[src/status_query_pkg.sv]
package status_query_pkg;
	localparam logic [7:0] OP_RX_BUFFER_QUERY = 8'h17;
	localparam logic [7:0] OP_PACKET_INFO_QUERY = 8'h1D;
	localparam logic [7:0] UART_LEN_RX_BUFFER = 8'h02;
	localparam logic [7:0] UART_LEN_PACKET_INFO = 8'h05;
	localparam logic [11:0] ADDR_IMPLICIT_SIZE = 12'h901;
	localparam logic [7:0] IMPLICIT_LENGTH = 8'h00;
	localparam logic [2:0] SPI_PAD_RX_BUFFER = 3'h3;
	localparam logic [2:0] SPI_PAD_PACKET_INFO = 3'h6;
	localparam logic [2:0] CHIRP_INFO_BYTES = 3'h2;
	localparam logic [2:0] FSK_INFO_BYTES = 3'h5;
	localparam logic [2:0] SPI_STATUS_BYTES = 3'h2;
	localparam logic [2:0] RX_BUFFER_BYTES = 3'h2;
	localparam int XFER_ACK_SUPPRESS_BIT = 5;
	localparam int XFER_TX_COMPLETE_BIT = 0;
	localparam int ERR_SYNC_FAIL_BIT = 6;
	localparam int ERR_OVERSIZE_BIT = 5;
	localparam int ERR_CHECKSUM_BIT = 4;
	localparam int ERR_ABORTED_BIT = 3;
	localparam int ERR_HEADER_SEEN_BIT = 2;
	localparam int ERR_RX_COMPLETE_BIT = 1;
	localparam int ERR_ENGINE_ACTIVE_BIT = 0;
	localparam logic [7:0] FLAGS_RESET = 8'h00;

	typedef enum logic [1:0] {
		PKT_FSK = 2'b00,
		PKT_BLE = 2'b01,
		PKT_CODED_FSK = 2'b10,
		PKT_CHIRP = 2'b11
	} packet_type_t;

	// snapshot of the packet engine presented to the responder
	typedef struct packed {
		logic ack_suppress_field;
		logic tx_complete_flag;
		logic sync_detect_fail_flag;
		logic oversize_flag;
		logic checksum_fail_flag;
		logic aborted_flag;
		logic header_seen_flag;
		logic rx_complete_flag;
		logic packet_engine_active;
		logic [2:0] matched_sync_code;
		logic [7:0] sync_latched_power;
		logic [7:0] snr_quarter_db;
	} engine_status_t;

	typedef enum logic [1:0] {
		ST_IDLE = 2'b00,
		ST_UART_LEN = 2'b01,
		ST_SEND = 2'b10
	} query_state_t;
endpackage : status_query_pkg

[src/rx_status_query_responder.sv]
// Notes on behaviour
// - spi buffer query: two status, length, offset
// - start offset counted from buffer start
// - uart buffer query: length byte two, two bytes
// - chirp implicit header reports length zero
// - implicit size readable at register 0x901
// - spi info query: two status, five bytes
// - uart info query: length five, no status
// - chirp alone returns two bytes only
// - fsk types return five bytes in order
// - power latched at sync detect, minus half dbm
// - snr is two's complement quarter db
// - ack suppress field in transfer bit five
// - transfer bit zero marks tx complete
// - error bit six gives sync detect outcome
// - error bit five marks oversize packet
// - error bit four gives checksum result
// - error bit three marks aborted packet
// - error bit two marks header received
// - error bit one marks rx complete
// - error bit zero while engine busy
// - sync code one-hot, zero means error
`timescale 1ns/1ns
`default_nettype none
module rx_status_query_responder (
	// clock and reset
	input wire logic ref_clk,
	input wire logic rstn,
	// byte stream from the command framing
	input wire logic cmd_valid,
	input wire logic [7:0] cmd_byte,
	input wire logic cmd_first,
	input wire logic uart_mode,
	// byte stream back to the host
	output logic rsp_valid,
	output logic [7:0] rsp_byte,
	output logic rsp_last,
	// chip status byte and register read port
	input wire logic [7:0] chip_status,
	input wire logic reg_rd,
	input wire logic [11:0] reg_addr,
	output logic [7:0] reg_rdata,
	// packet engine view
	input wire status_query_pkg::packet_type_t packet_type,
	input wire logic implicit_header,
	input wire logic [7:0] implicit_size,
	input wire logic [7:0] last_received_size,
	input wire logic [7:0] rx_base_addr,
	input wire logic [7:0] first_byte_offset,
	input wire logic sync_detect,
	input wire logic [7:0] live_power,
	input wire status_query_pkg::engine_status_t eng,
	// decoded flag bytes, for observation
	output logic [7:0] packet_transfer_flags,
	output logic [7:0] packet_error_flags
);
	// release reaches the logic two clocks late, never close to a clock edge
	logic rst_meta_reg;
	logic rst_sync_reg;
	always_ff @(posedge ref_clk or negedge rstn) begin
		if (!rstn) begin
			rst_meta_reg <= 1'b0;
			rst_sync_reg <= 1'b0;
		end else begin
			rst_meta_reg <= 1'b1;
			rst_sync_reg <= rst_meta_reg;
		end
	end
	wire logic rst_n = rst_sync_reg;

	// power sampled on the sync-detect cycle, held until the next packet syncs
	logic [7:0] power_reg, power_next;
	always_comb begin
		power_next = sync_detect ? live_power : power_reg;
	end
	always_ff @(posedge ref_clk or negedge rst_n) begin
		if (!rst_n) begin
			power_reg <= status_query_pkg::FLAGS_RESET;
		end else begin
			power_reg <= power_next;
		end
	end

	// flag bytes as the host sees them; reserved positions read as zero
	logic [7:0] xfer_now, err_now, sync_now;
	always_comb begin
		xfer_now = status_query_pkg::FLAGS_RESET;
		xfer_now[status_query_pkg::XFER_ACK_SUPPRESS_BIT] = eng.ack_suppress_field;
		xfer_now[status_query_pkg::XFER_TX_COMPLETE_BIT] = eng.tx_complete_flag;
		err_now = status_query_pkg::FLAGS_RESET;
		err_now[status_query_pkg::ERR_SYNC_FAIL_BIT] = eng.sync_detect_fail_flag;
		err_now[status_query_pkg::ERR_OVERSIZE_BIT] = eng.oversize_flag;
		err_now[status_query_pkg::ERR_CHECKSUM_BIT] = eng.checksum_fail_flag;
		err_now[status_query_pkg::ERR_ABORTED_BIT] = eng.aborted_flag;
		err_now[status_query_pkg::ERR_HEADER_SEEN_BIT] = eng.header_seen_flag;
		err_now[status_query_pkg::ERR_RX_COMPLETE_BIT] = eng.rx_complete_flag;
		err_now[status_query_pkg::ERR_ENGINE_ACTIVE_BIT] = eng.packet_engine_active;
		sync_now = {5'h00, eng.matched_sync_code};
	end

	// registered copies so the observation outputs come straight from flops
	logic [7:0] xfer_reg, xfer_next;
	logic [7:0] err_reg, err_next;
	always_comb begin
		xfer_next = xfer_now;
		err_next = err_now;
	end
	always_ff @(posedge ref_clk or negedge rst_n) begin
		if (!rst_n) begin
			xfer_reg <= status_query_pkg::FLAGS_RESET;
			err_reg <= status_query_pkg::FLAGS_RESET;
		end else begin
			xfer_reg <= xfer_next;
			err_reg <= err_next;
		end
	end
	always_comb packet_transfer_flags = xfer_reg;
	always_comb packet_error_flags = err_reg;

	// the engine counts from the receive base; the host wants buffer-relative offsets
	logic [7:0] offset_now;
	always_comb offset_now = 8'(rx_base_addr + first_byte_offset);

	// a chirp packet without a header has no length to report
	logic [7:0] length_now;
	always_comb begin
		if (packet_type == status_query_pkg::PKT_CHIRP && implicit_header) begin
			length_now = status_query_pkg::IMPLICIT_LENGTH;
		end else begin
			length_now = last_received_size;
		end
	end

	// register read port: only the implicit payload size is mapped here
	logic [7:0] rdata_reg, rdata_next;
	always_comb begin
		rdata_next = rdata_reg;
		if (reg_rd) begin
			if (reg_addr == status_query_pkg::ADDR_IMPLICIT_SIZE) begin
				rdata_next = implicit_size;
			end else begin
				rdata_next = 8'h00;
			end
		end
	end
	always_ff @(posedge ref_clk or negedge rst_n) begin
		if (!rst_n) begin
			rdata_reg <= 8'h00;
		end else begin
			rdata_reg <= rdata_next;
		end
	end
	always_comb reg_rdata = rdata_reg;

	// opcode decode and the size of the answer for the query in hand
	logic op_rx_buffer, op_packet_info, start_cmd, info_kind;
	logic [2:0] payload_bytes, end_pos_now, last_pos;
	logic [7:0] uart_len_now;
	status_query_pkg::query_state_t state_reg, state_next;
	logic info_reg, info_next;
	logic [2:0] pos_reg, pos_next;
	logic [2:0] end_reg, end_next;
	always_comb begin
		op_rx_buffer = cmd_byte == status_query_pkg::OP_RX_BUFFER_QUERY;
		op_packet_info = cmd_byte == status_query_pkg::OP_PACKET_INFO_QUERY;
		start_cmd = cmd_valid && cmd_first && (op_rx_buffer || op_packet_info);
		info_kind = (state_reg == status_query_pkg::ST_IDLE) ? op_packet_info : info_reg;
		if (!info_kind) begin
			payload_bytes = status_query_pkg::RX_BUFFER_BYTES;
			uart_len_now = status_query_pkg::UART_LEN_RX_BUFFER;
		end else if (packet_type == status_query_pkg::PKT_CHIRP) begin
			payload_bytes = status_query_pkg::CHIRP_INFO_BYTES;
			uart_len_now = status_query_pkg::UART_LEN_PACKET_INFO;
		end else begin
			payload_bytes = status_query_pkg::FSK_INFO_BYTES;
			uart_len_now = status_query_pkg::UART_LEN_PACKET_INFO;
		end
		end_pos_now = 3'(status_query_pkg::SPI_STATUS_BYTES + payload_bytes);
		last_pos = 3'(end_reg - 3'h1);
	end

	// one query at a time; bytes arriving while an answer runs are padding
	always_comb begin
		state_next = state_reg;
		info_next = info_reg;
		pos_next = pos_reg;
		end_next = end_reg;
		case (state_reg)
			status_query_pkg::ST_IDLE: begin
				if (start_cmd) begin
					info_next = op_packet_info;
					end_next = end_pos_now;
					if (uart_mode) begin
						// the uart answer carries no status bytes, so it starts past them
						state_next = status_query_pkg::ST_UART_LEN;
						pos_next = status_query_pkg::SPI_STATUS_BYTES;
					end else begin
						state_next = status_query_pkg::ST_SEND;
						pos_next = 3'h0;
					end
				end
			end
			status_query_pkg::ST_UART_LEN: begin
				if (cmd_valid) begin
					// a wrong length byte drops the query rather than guessing
					if (cmd_byte == uart_len_now) begin
						state_next = status_query_pkg::ST_SEND;
					end else begin
						state_next = status_query_pkg::ST_IDLE;
					end
				end
			end
			status_query_pkg::ST_SEND: begin
				pos_next = 3'(pos_reg + 3'h1);
				if (pos_reg == last_pos) begin
					state_next = status_query_pkg::ST_IDLE;
				end
			end
			default: begin
				state_next = status_query_pkg::ST_IDLE;
			end
		endcase
	end

	always_ff @(posedge ref_clk or negedge rst_n) begin
		if (!rst_n) begin
			state_reg <= status_query_pkg::ST_IDLE;
			info_reg <= 1'b0;
			pos_reg <= 3'h0;
			end_reg <= 3'h0;
		end else begin
			state_reg <= state_next;
			info_reg <= info_next;
			pos_reg <= pos_next;
			end_reg <= end_next;
		end
	end

	// byte for the current answer position; status bytes lead on spi only
	logic [2:0] rel_pos;
	logic [7:0] byte_now;
	always_comb begin
		rel_pos = 3'(pos_reg - status_query_pkg::SPI_STATUS_BYTES);
		byte_now = 8'h00;
		if (pos_reg < status_query_pkg::SPI_STATUS_BYTES) begin
			byte_now = chip_status;
		end else if (!info_reg) begin
			byte_now = (rel_pos == 3'h0) ? length_now : offset_now;
		end else if (packet_type == status_query_pkg::PKT_CHIRP) begin
			// snr passes through untouched: it already is two's complement quarter db
			byte_now = (rel_pos == 3'h0) ? power_reg : eng.snr_quarter_db;
		end else begin
			case (rel_pos)
				3'h0: byte_now = 8'h00;
				3'h1: byte_now = power_reg;
				3'h2: byte_now = err_now;
				3'h3: byte_now = xfer_now;
				default: byte_now = sync_now;
			endcase
		end
	end

	// answer stream; every output leaves from a flop
	logic rsp_valid_reg, rsp_valid_next;
	logic [7:0] rsp_byte_reg, rsp_byte_next;
	logic rsp_last_reg, rsp_last_next;
	always_comb begin
		rsp_valid_next = state_reg == status_query_pkg::ST_SEND;
		rsp_byte_next = rsp_valid_next ? byte_now : 8'h00;
		rsp_last_next = rsp_valid_next && pos_reg == last_pos;
	end
	always_ff @(posedge ref_clk or negedge rst_n) begin
		if (!rst_n) begin
			rsp_valid_reg <= 1'b0;
			rsp_byte_reg <= 8'h00;
			rsp_last_reg <= 1'b0;
		end else begin
			rsp_valid_reg <= rsp_valid_next;
			rsp_byte_reg <= rsp_byte_next;
			rsp_last_reg <= rsp_last_next;
		end
	end
	always_comb rsp_valid = rsp_valid_reg;
	always_comb rsp_byte = rsp_byte_reg;
	always_comb rsp_last = rsp_last_reg;

	property p_spi_status_first;
		@(posedge ref_clk) disable iff (!rst_n)
		rst_n && start_cmd && !uart_mode && state_reg == status_query_pkg::ST_IDLE
			|-> ##2 (rsp_valid && rsp_byte == $past(chip_status));
	endproperty
	a_spi_status_first: assert property (p_spi_status_first) else $error("spi answer does not open with status");
	property p_uart_no_status;
		@(posedge ref_clk) disable iff (!rst_n)
		rst_n && start_cmd && uart_mode && state_reg == status_query_pkg::ST_IDLE |-> ##2 !rsp_valid;
	endproperty
	a_uart_no_status: assert property (p_uart_no_status) else $error("uart answer began before length byte");
	property p_last_in_stream;
		@(posedge ref_clk) disable iff (!rst_n)
		rsp_last |-> rsp_valid;
	endproperty
	a_last_in_stream: assert property (p_last_in_stream) else $error("last marker without a byte");
	property p_power_latch;
		@(posedge ref_clk) disable iff (!rst_n)
		rst_n && sync_detect |=> power_reg == $past(live_power);
	endproperty
	a_power_latch: assert property (p_power_latch) else $error("power not taken at sync detect");
	property p_power_hold;
		@(posedge ref_clk) disable iff (!rst_n)
		rst_n && !sync_detect |=> $stable(power_reg);
	endproperty
	a_power_hold: assert property (p_power_hold) else $error("latched power moved without sync detect");
	property p_error_byte;
		@(posedge ref_clk) disable iff (!rst_n)
		$past(rst_n) |-> packet_error_flags == $past(err_now);
	endproperty
	a_error_byte: assert property (p_error_byte) else $error("error byte does not follow the engine");
	property p_reserved_zero;
		@(posedge ref_clk) disable iff (!rst_n)
		packet_error_flags[7] == 1'b0 && packet_transfer_flags[7:6] == 2'b00 && packet_transfer_flags[4:1] == 4'h0;
	endproperty
	a_reserved_zero: assert property (p_reserved_zero) else $error("reserved flag bit set");
endmodule : rx_status_query_responder
`default_nettype wire

[config.mk]
export PLATFORM = sky130hd
export DESIGN_NAME = rx_status_query_responder
export DESIGN_NICKNAME = d
export VERILOG_FILES = /design/src/status_query_pkg.sv /design/src/rx_status_query_responder.sv
export SDC_FILE = /design/constraint.sdc
export NUM_CORES = 1
export LEC_CHECK = 0
export ABC_AREA = 1
export BUFFER_PORTS_ARGS = -buffer_cell sky130_fd_sc_hd__buf_2
export CORE_ASPECT_RATIO = 1.1
export CORE_UTILIZATION = 50
export CTS_CLUSTER_DIAMETER = 200
export DETAILED_ROUTE_END_ITERATION = 8
export PLACE_DENSITY = 0.87
export SLEW_MARGIN = 20
export SYNTH_ARGS = -nofsm -noshare
export SYNTH_HDL_FRONTEND = slang
export SYNTH_SLANG_ARGS = --single-unit
[constraint.sdc]
create_clock -name ref_clk -period 3.3 [get_ports ref_clk]
set_input_delay 0.165 -clock ref_clk [delete_from_list [all_inputs] [get_ports ref_clk]]
set_output_delay 0.165 -clock ref_clk [all_outputs]
set_load 0.01 [all_outputs]
# Word level (Yosys, flattened, before mapping)
# Index checks and enable logic that the tools add are counted.
# op_classes
add_sub_neg	5
n_lt_le_gt_ge	1
eq_ne	14
muxes	22
n_reduce_logical	11
# op_table
cell	count
two-way mux 8 bit	8
case mux 8 bit (4 select lines)	1
equality test 8 x 5 -> 1 bit, second input constant	2
equality test 12 bit, second input constant	1
two-way mux 2 bit	6
two-way mux 3 bit	4
adder 8 bit	1
equality test 8 bit	1
equality test 3 x 2 -> 1 bit, second input constant	2
case mux 2 bit (3 select lines)	1
case mux 3 bit (2 select lines)	1
equality test 2 bit, second input constant	2
logical AND 1 bit	4
inequality test 2 bit, second input constant	2
AND reduction 2 bit	2
adder 2 x 3 -> 3 bit, first input constant	1
adder 3 x 1 -> 3 bit, second input constant	1
equality test 3 x 1 -> 1 bit, second input constant	1
equality test 3 bit	1
logical NOT 3 bit	1
< comparator 3 x 2 -> 1 bit, second input constant	1
AND reduction 3 bit	1
subtractor 3 x 1 -> 3 bit, second input constant	1
subtractor 3 x 2 -> 3 bit, second input constant	1
other kinds (6)	6
# totals
regBits	46
inputBits	106
out_inout_bits	34
wordCells	66

# Longest topological paths before layout
# Gate-level depths: netlist of run 1.
# depth
ltp_word	7
depth_mapped	12
ltp_nobuf	12

# Least setup slack after synthesis of run 1
# OpenSTA, ideal clock, no wires.
# synth_path
kind	register -> register
startpoint	register pos_reg[1]
endpoint	register rsp_byte_reg[5], in the netlist rsp_byte[5]
setup_ps	130
arrival_ps	1419
required_time_ps	3170
slack_ps	1750
path_stages_with_launch	10
path_buffers	1
synth_period_minus_slack_ps	1550
path_cell_list	dfrtp_1 inv_1 ha_1 buf_4 nand3_1 nand2_1 a21oi_1 o221ai_2 nand2_1 a21oi_1
# synth_between
elab_chain_len	7
word_cells_on_any_way	13
classes_between	add/sub: 1; order compare: 1; eq/ne: 3; mux: 7; reduce/logical: 1
# synth_lines
element	line_no	text
from (decl)	rx_status_query_responder.sv:161	logic [2:0] pos_reg, pos_next;
from (signal assigned)	rx_status_query_responder.sv:234	pos_reg <= pos_next;
subtractor 3 x 2 -> 3 bit	rx_status_query_responder.sv:243	rel_pos = 3'(pos_reg - status_query_pkg::SPI_STATUS_BYTES);
equality test 3 x 2 -> 1 bit (tied with other cells)	rx_status_query_responder.sv:253	case (rel_pos)
case mux 8 bit (4 select lines) or two-way mux 8 bit (tied branches)	rx_status_query_responder.sv:253, rx_status_query_responder.sv:251	
two-way mux 8 bit	rx_status_query_responder.sv:249	end else if (packet_type == status_query_pkg::PKT_CHIRP) begin
two-way mux 8 bit	rx_status_query_responder.sv:247	end else if (!info_reg) begin
two-way mux 8 bit (*)	rx_status_query_responder.sv:245	if (pos_reg < status_query_pkg::SPI_STATUS_BYTES) begin
two-way mux 8 bit (*)	rx_status_query_responder.sv:269	rsp_byte_next = rsp_valid_next ? byte_now : 8'h00;
named net rsp_byte_next[5]	rx_status_query_responder.sv:265	logic [7:0] rsp_byte_reg, rsp_byte_next;
to (signal assigned)	rx_status_query_responder.sv:279	rsp_byte_reg <= rsp_byte_next;
to (decl)	rx_status_query_responder.sv:265	
# Mark *: on every way through the listed nets, which the timed path passes. The rest lies on a longest branch.
# A chain may end at the register's enable or synchronous reset.

# Final worst setup path of run 1
# layout_path
startpoint	register pos_reg[1]
endpoint	register rsp_byte_reg[2], in the netlist rsp_byte[2]
# The elaborated chain is that of the path after synthesis.

==> results of run 1 <==
==> kinds of logic (layout without fill, tap and decap cells) <==
kind of cell / count (synthesis) / count (layout)
buffers and inverters: 57 / 181
flip-flops: 45 / 45
AO/OA/AOI/OAI: 85 / 85
AND/OR/NAND/NOR: 147 / 147
multiplexers: 1 / 1
other: 2 / 8
adder cells (fa/ha/maj): 13 / 13
XOR/XNOR: 3 / 3
==> per-stage QoR <==
step	utilization [%]	std cells
after global routing	67.1	558
final	67.1	558
after CTS	67.1	558
after global placement	63.0	540
after detailed placement	63.0	540
after floorplan	-	359
==> worst min path at each step <==
stage / startpoint / endpoint / slack, ns / cells after the start
after floorplan: rstn / rst_meta_reg / -0.13 / 0
after global placement: rstn / rst_meta_reg / -0.05 / 1
after detailed placement: rstn / rst_meta_reg / -0.05 / 1
after CTS: live_power[1] / power_reg[1] / 0.05 / 3
after global routing: live_power[2] / power_reg[2] / 0.06 / 3
final: live_power[1] / power_reg[1] / 0.06 / 3
==> synthesized netlist by cell type, types with 3 or more instances <==
cell type                   n  share of area, %
sky130_fd_sc_hd__a21oi_1   23               4.2
sky130_fd_sc_hd__buf_4      9               2.4
sky130_fd_sc_hd__clkbuf_1   3              0.41
sky130_fd_sc_hd__dfrtp_1   45                41
sky130_fd_sc_hd__ha_1      12               5.4
sky130_fd_sc_hd__inv_1     37               5.0
sky130_fd_sc_hd__nand2_1   81                11
sky130_fd_sc_hd__nand2_2    3              0.68
sky130_fd_sc_hd__nand3_1   30               5.4
sky130_fd_sc_hd__nand4_1    3              0.68
sky130_fd_sc_hd__nor2_1    16               2.2
sky130_fd_sc_hd__nor3_1     3              0.54
sky130_fd_sc_hd__o211ai_1   5               1.4
sky130_fd_sc_hd__o21ai_0   35               6.3
sky130_fd_sc_hd__o21ai_1    5              0.90
sky130_fd_sc_hd__o22ai_1    8               1.8
sky130_fd_sc_hd__xnor2_1    3              0.95
==> power breakdown <==
group	switching (mW)	leakage, nW	total, mW	internal (mW)
clock network	0.202	0.0603	0.434	0.232
logic	0.525	1.30	0.818	0.294
registers	0.0575	0.574	0.683	0.626
total	0.785	1.93	1.94	1.15
==> cell type report <==
class                   count  area, µm²
fillers                   485       1770
well taps                  75       93.8
repair buffers            134        721
inverters                  39        151
clock buffers               5       68.8
clock inverters             3       50.0
flip-flops and latches     45       1130
multi-input cells         257       1380
==> what timing repair did <==
action | in CTS | in global routing
hold buffers | 10 | 0
gates resized for setup | 0 | 0
hold endpoints to repair | 11 | 0
==> worst min-delay path: stages <==
cell and delay (ns):
sky130_fd_sc_hd__buf_2 0.07, sky130_fd_sc_hd__nand2_1 0.04, sky130_fd_sc_hd__o21ai_0 0.06
==> per-layer routing <==
layer	global-route usage [%]	vias to the layer above	wire length (µm)
met5	0	-	0
met4	9.41	0	187
met1	32.4	1277	3090
li1	-	1423	-
met3	4.77	20	391
met2	42.0	100	3390
==> summary.md, run 1 <==
After routing, the total negative slack on setup checks comes to 0 ns. The share of cell area taken by muxes after synthesis was 0.406%. The run gives 0.482 GHz as the fmax.

The cell at the slowest stage of the critical path was sky130_fd_sc_hd__ha_1. The tools report the sink count of the clock tree as 45. The worst register-to-register path begins at pos_reg[1].

The category of the worst setup path capture point was a register. The slack of the critical path is 1.22 ns. The area growth from synthesis to layout is 29.6%. The critical path ends at rsp_byte[2].

Half-perimeter wire length after placement: 5.49 mm. The number of violations of the max-capacitance limit came out at 0. Before CTS, the worst setup slack after placement is 1.29 ns. Buffers inserted during clock tree synthesis total 5.

The clock latency reported for the late side of the worst-skew pair is 0.31 ns, and the clock tree skew after final layout is 0.00587 ns. Clock-pin slew was measured on the worst setup and hold paths at 0.09 ns. Sequential cells were found to cover 40.6% of the synthesized design area. Among all flip-flop cells after synthesis, the most frequent one is sky130_fd_sc_hd__dfrtp_1. The worst min-delay path category was input pin to register. The delay of the slowest critical-path stage was 0.54 ns. During synthesis, Yosys emitted a total of 0 warnings. The run gives 2 as the H-tree depth. The net total in the final layout is 601.

The endpoint identified for the worst register-to-register timing path is rsp_byte[2]. After Yosys synthesis, full adders, half adders and majority gates account for 6.14% of the synthesized area. Leaving out fill and tap cells, the most frequent cells in the layout are sky130_fd_sc_hd__buf_2, sky130_fd_sc_hd__nand2_1, sky130_fd_sc_hd__dfrtp_1. Cell count of the worst reg-to-reg path: 9. The library cell used most frequently in the layout, excluding fill and tap cells, is sky130_fd_sc_hd__buf_2. For the relative slew slack, the log shows 39.9%.

For the count of final max-slew check failures, the log shows 0. The count of buffers added on input and output ports is 124. For the standard cell core area, the log shows 0.00536 mm². Across all register-to-register paths, the minimum setup slack is 1.22 ns. The buffer count from post-CTS setup fixing came out at 0. TritonCTS built the clock tree.

Measured along the x axis, the die boundary spans 73 µm. Summing the areas of all and, or, nand and nor instances in the mapped netlist gives 23.6% of the synthesized area. For the pin with the worst max-slew slack, the measured transition is 0.901 ns. The number of antenna diodes in the final layout is 0.

The run gives 136 as the violation count after the first detailed-route iteration. Of the total synthesized cell area, the portion taken by XOR and XNOR cells is 0.948%. Of the cells placed in the final design, the portion with a size suffix greater than 1 is 30.6%. The logs give 44 for the pin count of the biggest net entering global routing and 0.00338 mm² for the placed cell area.

The initial utilization of the core area, before any placement, comes to 51.7%. After layout, the minimum clock period comes to 2.08 ns. The data arrival time of the critical path came out at 2.27 ns. The iteration count of the initial detailed-routing pass came out at 4. For the power consumption, the log shows 1.94 mW.

In the synthesized netlist the async set-or-reset flop fraction comes to 100%. The kind of cell with the highest combined delay along the critical path is adder cells. The via total after detailed routing is 2820. For this block, the routed nets add up to 7.06 mm of wire.

Number of global-route vias before repair: 2583. After synthesis, the largest family of logic cells by area is simple AND/OR/NAND/NOR gates. The die height was 80.1 µm. Clock tree synthesis selected as its root buffer the cell sky130_fd_sc_hd__clkbuf_8. The run gives 0.00277 mm² as the cell area after synthesis. For the worst setup path, the data required time is 3.49 ns. The final standard cell area without fillers was 0.00359 mm². The first global-routing pass estimated 11.4 mm of wire. In this run the worst path has a maximum fanout of 18. Dividing the detail-routed wire length by the instance count gives 12.6 µm. The number of distinct library cells after synthesis came out at 41.

The number of cells produced by synthesis was 353; the final global-route overflow total was 0. The synthesized area per cell was 7.85 µm². Static leakage: 1.93 nW.

Power spread over the standard cell area amounts to 539 mW/mm². Counting along the longest clock path gives a buffer depth of 2. IR analysis of the VDD net gives a maximum drop of 0.263 mV. The synthesized-area fraction occupied by ao, oa, aoi and oai cells is 17.7%, and the overall routing resource usage is 25.3%. Counting flops with a built-in enable in the synthesized netlist gives 0. The initialized floorplan defines 28 standard-cell rows. After layout, the worst path uses 62.9% of the clock period. Across all hold checks on the routed design, the worst slack comes to 0.0626 ns.

Setup violations remaining at the end of the flow were counted as 0. The run gives 0 as the remaining number of nets flagged by the antenna check after routing. STA classifies the critical path startpoint as a register.

The run gives 140 as the total I/O pin count. The initial antenna violation count is 0, and the via-per-instance ratio is 5.05. The remaining design rule violation count was 0.

The path type of the worst setup path was register to register. Traced cell by cell, the critical path runs through inv_1 > ha_1 > nand2_4 > inv_6 > nor2_1 > nand3_1 > nand2_1 > o211ai_1 > a21oi_1. The number of stages on the worst setup path was 9; the number of buffer and inverter instances along the worst setup path was 2. The placer congestion estimate is 0.878. The start point of the critical path is pos_reg[1]. Setup repair after global routing left no endpoint under its margin. The total die area is 0.00585 mm². The tools report the hold violation total from the final report as 0.

The run finished with clean final reports. The synthesized design contains 45 register bits.
No activity file was read; power rests on OpenSTA's default activity.
==> run 2, diff against run 1 <==
--- a/config.mk
+++ b/config.mk
@@ -5,13 +5,13 @@
 export SDC_FILE = /design/constraint.sdc
 export NUM_CORES = 1
 export LEC_CHECK = 0
-export ABC_AREA = 1
+export ABC_AREA = 0
 export BUFFER_PORTS_ARGS = -buffer_cell sky130_fd_sc_hd__buf_2
 export CORE_ASPECT_RATIO = 1.1
-export CORE_UTILIZATION = 50
+export CORE_UTILIZATION = 41
 export CTS_CLUSTER_DIAMETER = 200
 export DETAILED_ROUTE_END_ITERATION = 8
-export PLACE_DENSITY = 0.87
+export PLACE_DENSITY = 0.76
 export SLEW_MARGIN = 20
 export SYNTH_ARGS = -nofsm -noshare
 export SYNTH_HDL_FRONTEND = slang
==> constraint.sdc (replaced) <==
create_clock -name ref_clk -period 1.8 [get_ports ref_clk]
set_input_delay 0.09 -clock ref_clk [delete_from_list [all_inputs] [get_ports ref_clk]]
set_output_delay 0.09 -clock ref_clk [all_outputs]
set_load 0.01 [all_outputs]
==> summary.md, run 2 <==
The flow ran to the end, but the final reports show violations. The final reports fail on setup timing. The leading area contributor after synthesis is sky130_fd_sc_hd__dfrtp_1 (unchanged). The required time of the critical path is 2.03 ns (was 3.49 ns), and the clock tree skew after final layout is 0.00598 ns (was 0.00587 ns). The logs give 62.9% (was 67.1%) for the end-of-flow core utilization and 2.22 ns (was 2.27 ns) for the data arrival time of the critical path. The die height was 87.3 µm (was 80.1 µm); the number of cells produced by synthesis was 261 (was 353). The maximum fanout count along the critical path was 5 (was 18); the static leakage was 1.97 nW (was 1.93 nW). The run gives 0 (unchanged) as the hold violation total from the final report.

The part of the cycle the worst path needs is 110% (was 62.9%). The net total in the final layout is 547 (was 601), and the number of global-route vias before repair is 2557 (was 2583). The async set-or-reset flop fraction in the synthesized netlist works out to 100% (unchanged).

The tools report the start point of the critical path as pos_reg[1] (unchanged). The worst IR drop on VDD is 0.544 mV (was 0.263 mV), and the number of placement rows is 30 (was 28). The kind of start point of the critical path is a register (unchanged). The run gives 7.48 mm (was 7.06 mm) as the final routed wirelength across all metal layers. TritonCTS built the clock tree. The iteration count of the initial detailed-routing pass is 5 (was 4), and the final standard cell area without fillers is 0.00395 mm² (was 0.00359 mm²). The run gives 0.30 ns (was 0.31 ns) as the clock latency reported for the late side of the worst-skew pair.

The placer congestion estimate came out at 0.924 (was 0.878). The reg-to-reg startpoint is pos_reg[1] (unchanged). The tools report the number of setup violations in the final report as 5 (was 0). Wire length of the first global-routing pass: 11.8 mm (was 11.4 mm). Count of state elements after synthesis: 45 (unchanged). The overall routing resource usage came out at 22.1% (was 25.3%).

Leading cell type by number of instances after synthesis: sky130_fd_sc_hd__dfrtp_1 (was sky130_fd_sc_hd__nand2_1). The tools report the number of distinct library cells after synthesis as 62 (was 41). Most frequent cells in the layout: sky130_fd_sc_hd__buf_2, sky130_fd_sc_hd__dfrtp_1, sky130_fd_sc_hd__buf_4 (was sky130_fd_sc_hd__buf_2, sky130_fd_sc_hd__nand2_1, sky130_fd_sc_hd__dfrtp_1). The run gives 0 (unchanged) as the number of inserted diodes. Leading post-synthesis cells by cell area: sky130_fd_sc_hd__dfrtp_1, sky130_fd_sc_hd__ha_1, sky130_fd_sc_hd__mux2_2, sky130_fd_sc_hd__nand2_1, sky130_fd_sc_hd__a221oi_1 (was sky130_fd_sc_hd__dfrtp_1, sky130_fd_sc_hd__nand2_1, sky130_fd_sc_hd__o21ai_0, sky130_fd_sc_hd__ha_1, sky130_fd_sc_hd__nand3_1). The logs give 0 (unchanged) for the number of violations of the max-capacitance limit and 0 (unchanged) for the initial antenna violation count. The remaining number of nets flagged by the antenna check after routing is 0 (unchanged). The via-per-instance ratio is 5.28 (was 5.05).

The logs give -0.186 ns (was 1.22 ns) for the slack of the critical path and 43.3% (was 51.7%) for the starting density of the core. The via total after detailed routing was 2685 (was 2820); the placed cell area was 0.00355 mm² (was 0.00338 mm²). Total power per unit cell area: 978 mW/mm² (was 539 mW/mm²).

The worst min-delay path category was input pin to register (unchanged). The run gives 74 (was 136) as the violation count after the first detailed-route iteration. The dominant synthesized flop cell was sky130_fd_sc_hd__dfrtp_1 (unchanged). The relative slew slack is 57.9% (was 39.9%).

The share of final-layout standard cells stronger than drive strength 1 is 48.5% (was 30.6%). Count of yosys warnings during synthesis: 0 (unchanged). The final critical delay including setup and external delays works out to 1.99 ns (was 2.08 ns). Setup repair after global routing could not meet its margin everywhere. The overall die width came out at 79.6 µm (was 73 µm).

The synthesized area per cell is 10.4 µm² (was 7.85 µm²). The run gives 0.00271 mm² (was 0.00277 mm²) as the cell area after synthesis. Share of the synthesized area in the top cell type: 41.5% (was 40.6%). The sink count of the clock tree was 45 (unchanged); the pin count of the biggest net entering global routing was 22 (was 44). The library cell used as clock root buffer is sky130_fd_sc_hd__clkbuf_8 (unchanged). The fmax is 0.503 GHz (was 0.482 GHz). The routed length per instance was 14.7 µm (was 12.6 µm). The run gives 0 (unchanged) as the remaining design rule violation count. Path type of the worst setup path: register to register (unchanged). The clock-pin transition on the worst setup and hold timing paths is 0.09 ns (about the same), and the slew at the pin closest to its max-slew limit is 0.631 ns (was 0.901 ns). Most common cell after layout, fill and taps aside: sky130_fd_sc_hd__buf_2 (unchanged).

The number of buffers added on ports was 124 (unchanged); the H-tree depth was 2 (unchanged). The run gives 0.00695 mm² (was 0.00585 mm²) as the total die area. The total I/O pin count came out at 140 (unchanged).

List of most frequent post-synthesis cells: sky130_fd_sc_hd__dfrtp_1, sky130_fd_sc_hd__nand2_1, sky130_fd_sc_hd__inv_1 (was sky130_fd_sc_hd__nand2_1, sky130_fd_sc_hd__dfrtp_1, sky130_fd_sc_hd__inv_1). Fraction of the yosys area taken by sequential cells: 41.5% (was 40.6%). The category of the worst setup path capture point is a register (unchanged).

The run gives 0.00627 mm² (was 0.00536 mm²) as the standard cell core area. The number of enable flip-flop cells after synthesis is 0 (unchanged), and the clock tree buffer depth is 2 (unchanged). The half-perimeter wire length after placement came out at 5.74 mm (was 5.49 mm). Total CTS buffers: 5 (unchanged).

The tools report the start point of the worst hold path as live_power[1] (unchanged). The count of final max-slew check failures is 0 (unchanged). The final global-route overflow total came out at 0 (unchanged).

The area growth from synthesis to layout was 45.4% (was 29.6%).
-- run 2: report_power, final --
part / internal [mW] / leakage (nW) / switching [mW]
Clock: 0.281 / 0.0447 / 0.381
Combinational: 1.05 / 1.35 / 0.955
Sequential: 1.11 / 0.576 / 0.0819
Total: 2.44 / 1.97 / 1.42
-- run 2: layout make-up --
class / instances / area [µm²]
Fill cell: 524 / 2320
Multi-Input combinational cell: 188 / 1530
Sequential cell: 45 / 1130
Timing Repair Buffer: 172 / 1040
Tap cell: 80 / 100
Clock buffer: 5 / 68.8
Inverter: 16 / 60.1
Clock inverter: 3 / 25.0
-- run 2: cells by family (layout without fill, tap and decap cells) --
group                    Yosys count  in the layout  synth area share (%)
XOR/XNOR                           7              7                  2.26
flip-flops                        45             45                  41.5
adder cells (fa/ha/maj)           13             13                  6.27
multiplexers                      16             16                  6.36
AND/OR/NAND/NOR                   74             74                  15.3
AO/OA/AOI/OAI                     70             70                  20.1
other                              2              8                 0.277
buffers and inverters             34            196                  7.98
-- run 2: metrics by stage --
| step | total power [mW] | hold WS (ns) | setup WS (ns) | TNS, ns | cells |
|---|---|---|---|---|---|
| CTS | 3.79 | 0.00116 | -0.191 | -0.622 | 507 |
| global placement | 2.90 | -0.125 | -0.0733 | -0.236 | 479 |
| global route | 4.10 | 0.00754 | -0.218 | -1.21 | 509 |
| floorplan | 2.38 | -0.206 | -0.0676 | -0.253 | 267 |
| detailed placement | 2.95 | -0.122 | -0.176 | -0.570 | 479 |
| finish | 3.86 | 0.0116 | -0.186 | -0.648 | 509 |
-- run 2: final timing paths --
kind	to	slack, ns	cells past startpoint
min	power_reg[1]	0.01	2
min in group asynchronous	rst_n	0.08	2
max reg2reg	rsp_byte[2]	-0.19	7
min reg2reg	reg_rdata[7]	0.23	0
max in group asynchronous	pos_reg[1]	1.01	1
max	rsp_byte[2]	-0.19	7
-- run 2: routing by layer --
layer | global-route usage (%) | part of all wire (%) | vias to the layer above | routed length, µm
met4 | 7.93 | 1.8 | 0 | 134
met1 | 26.5 | 41 | 1291 | 3070
met3 | 4.19 | 4.8 | 14 | 358
met5 | 0 | 0 | - | 0
met2 | 38.9 | 52 | 84 | 3910
li1 | - | - | 1296 | -
-- run 2: critical path, cell delays in order (launching register included) --
cell and delay (ns):
sky130_fd_sc_hd__dfrtp_2 0.44, sky130_fd_sc_hd__buf_4 0.15, sky130_fd_sc_hd__ha_4 0.18, sky130_fd_sc_hd__o41ai_4 0.31
sky130_fd_sc_hd__buf_4 0.19, sky130_fd_sc_hd__a221oi_2 0.06, sky130_fd_sc_hd__or4_1 0.42, sky130_fd_sc_hd__a21oi_1 0.16
-- run 2: timing repair --
action / in CTS / in global routing
hold buffers: 18 / 1
buffers inserted: 2 / 1
endpoints found under the hold margin: 19 / 1
resized for setup: 12 / 5
endpoints found under the setup margin: 7 / 8
pin swaps: 6 / 3
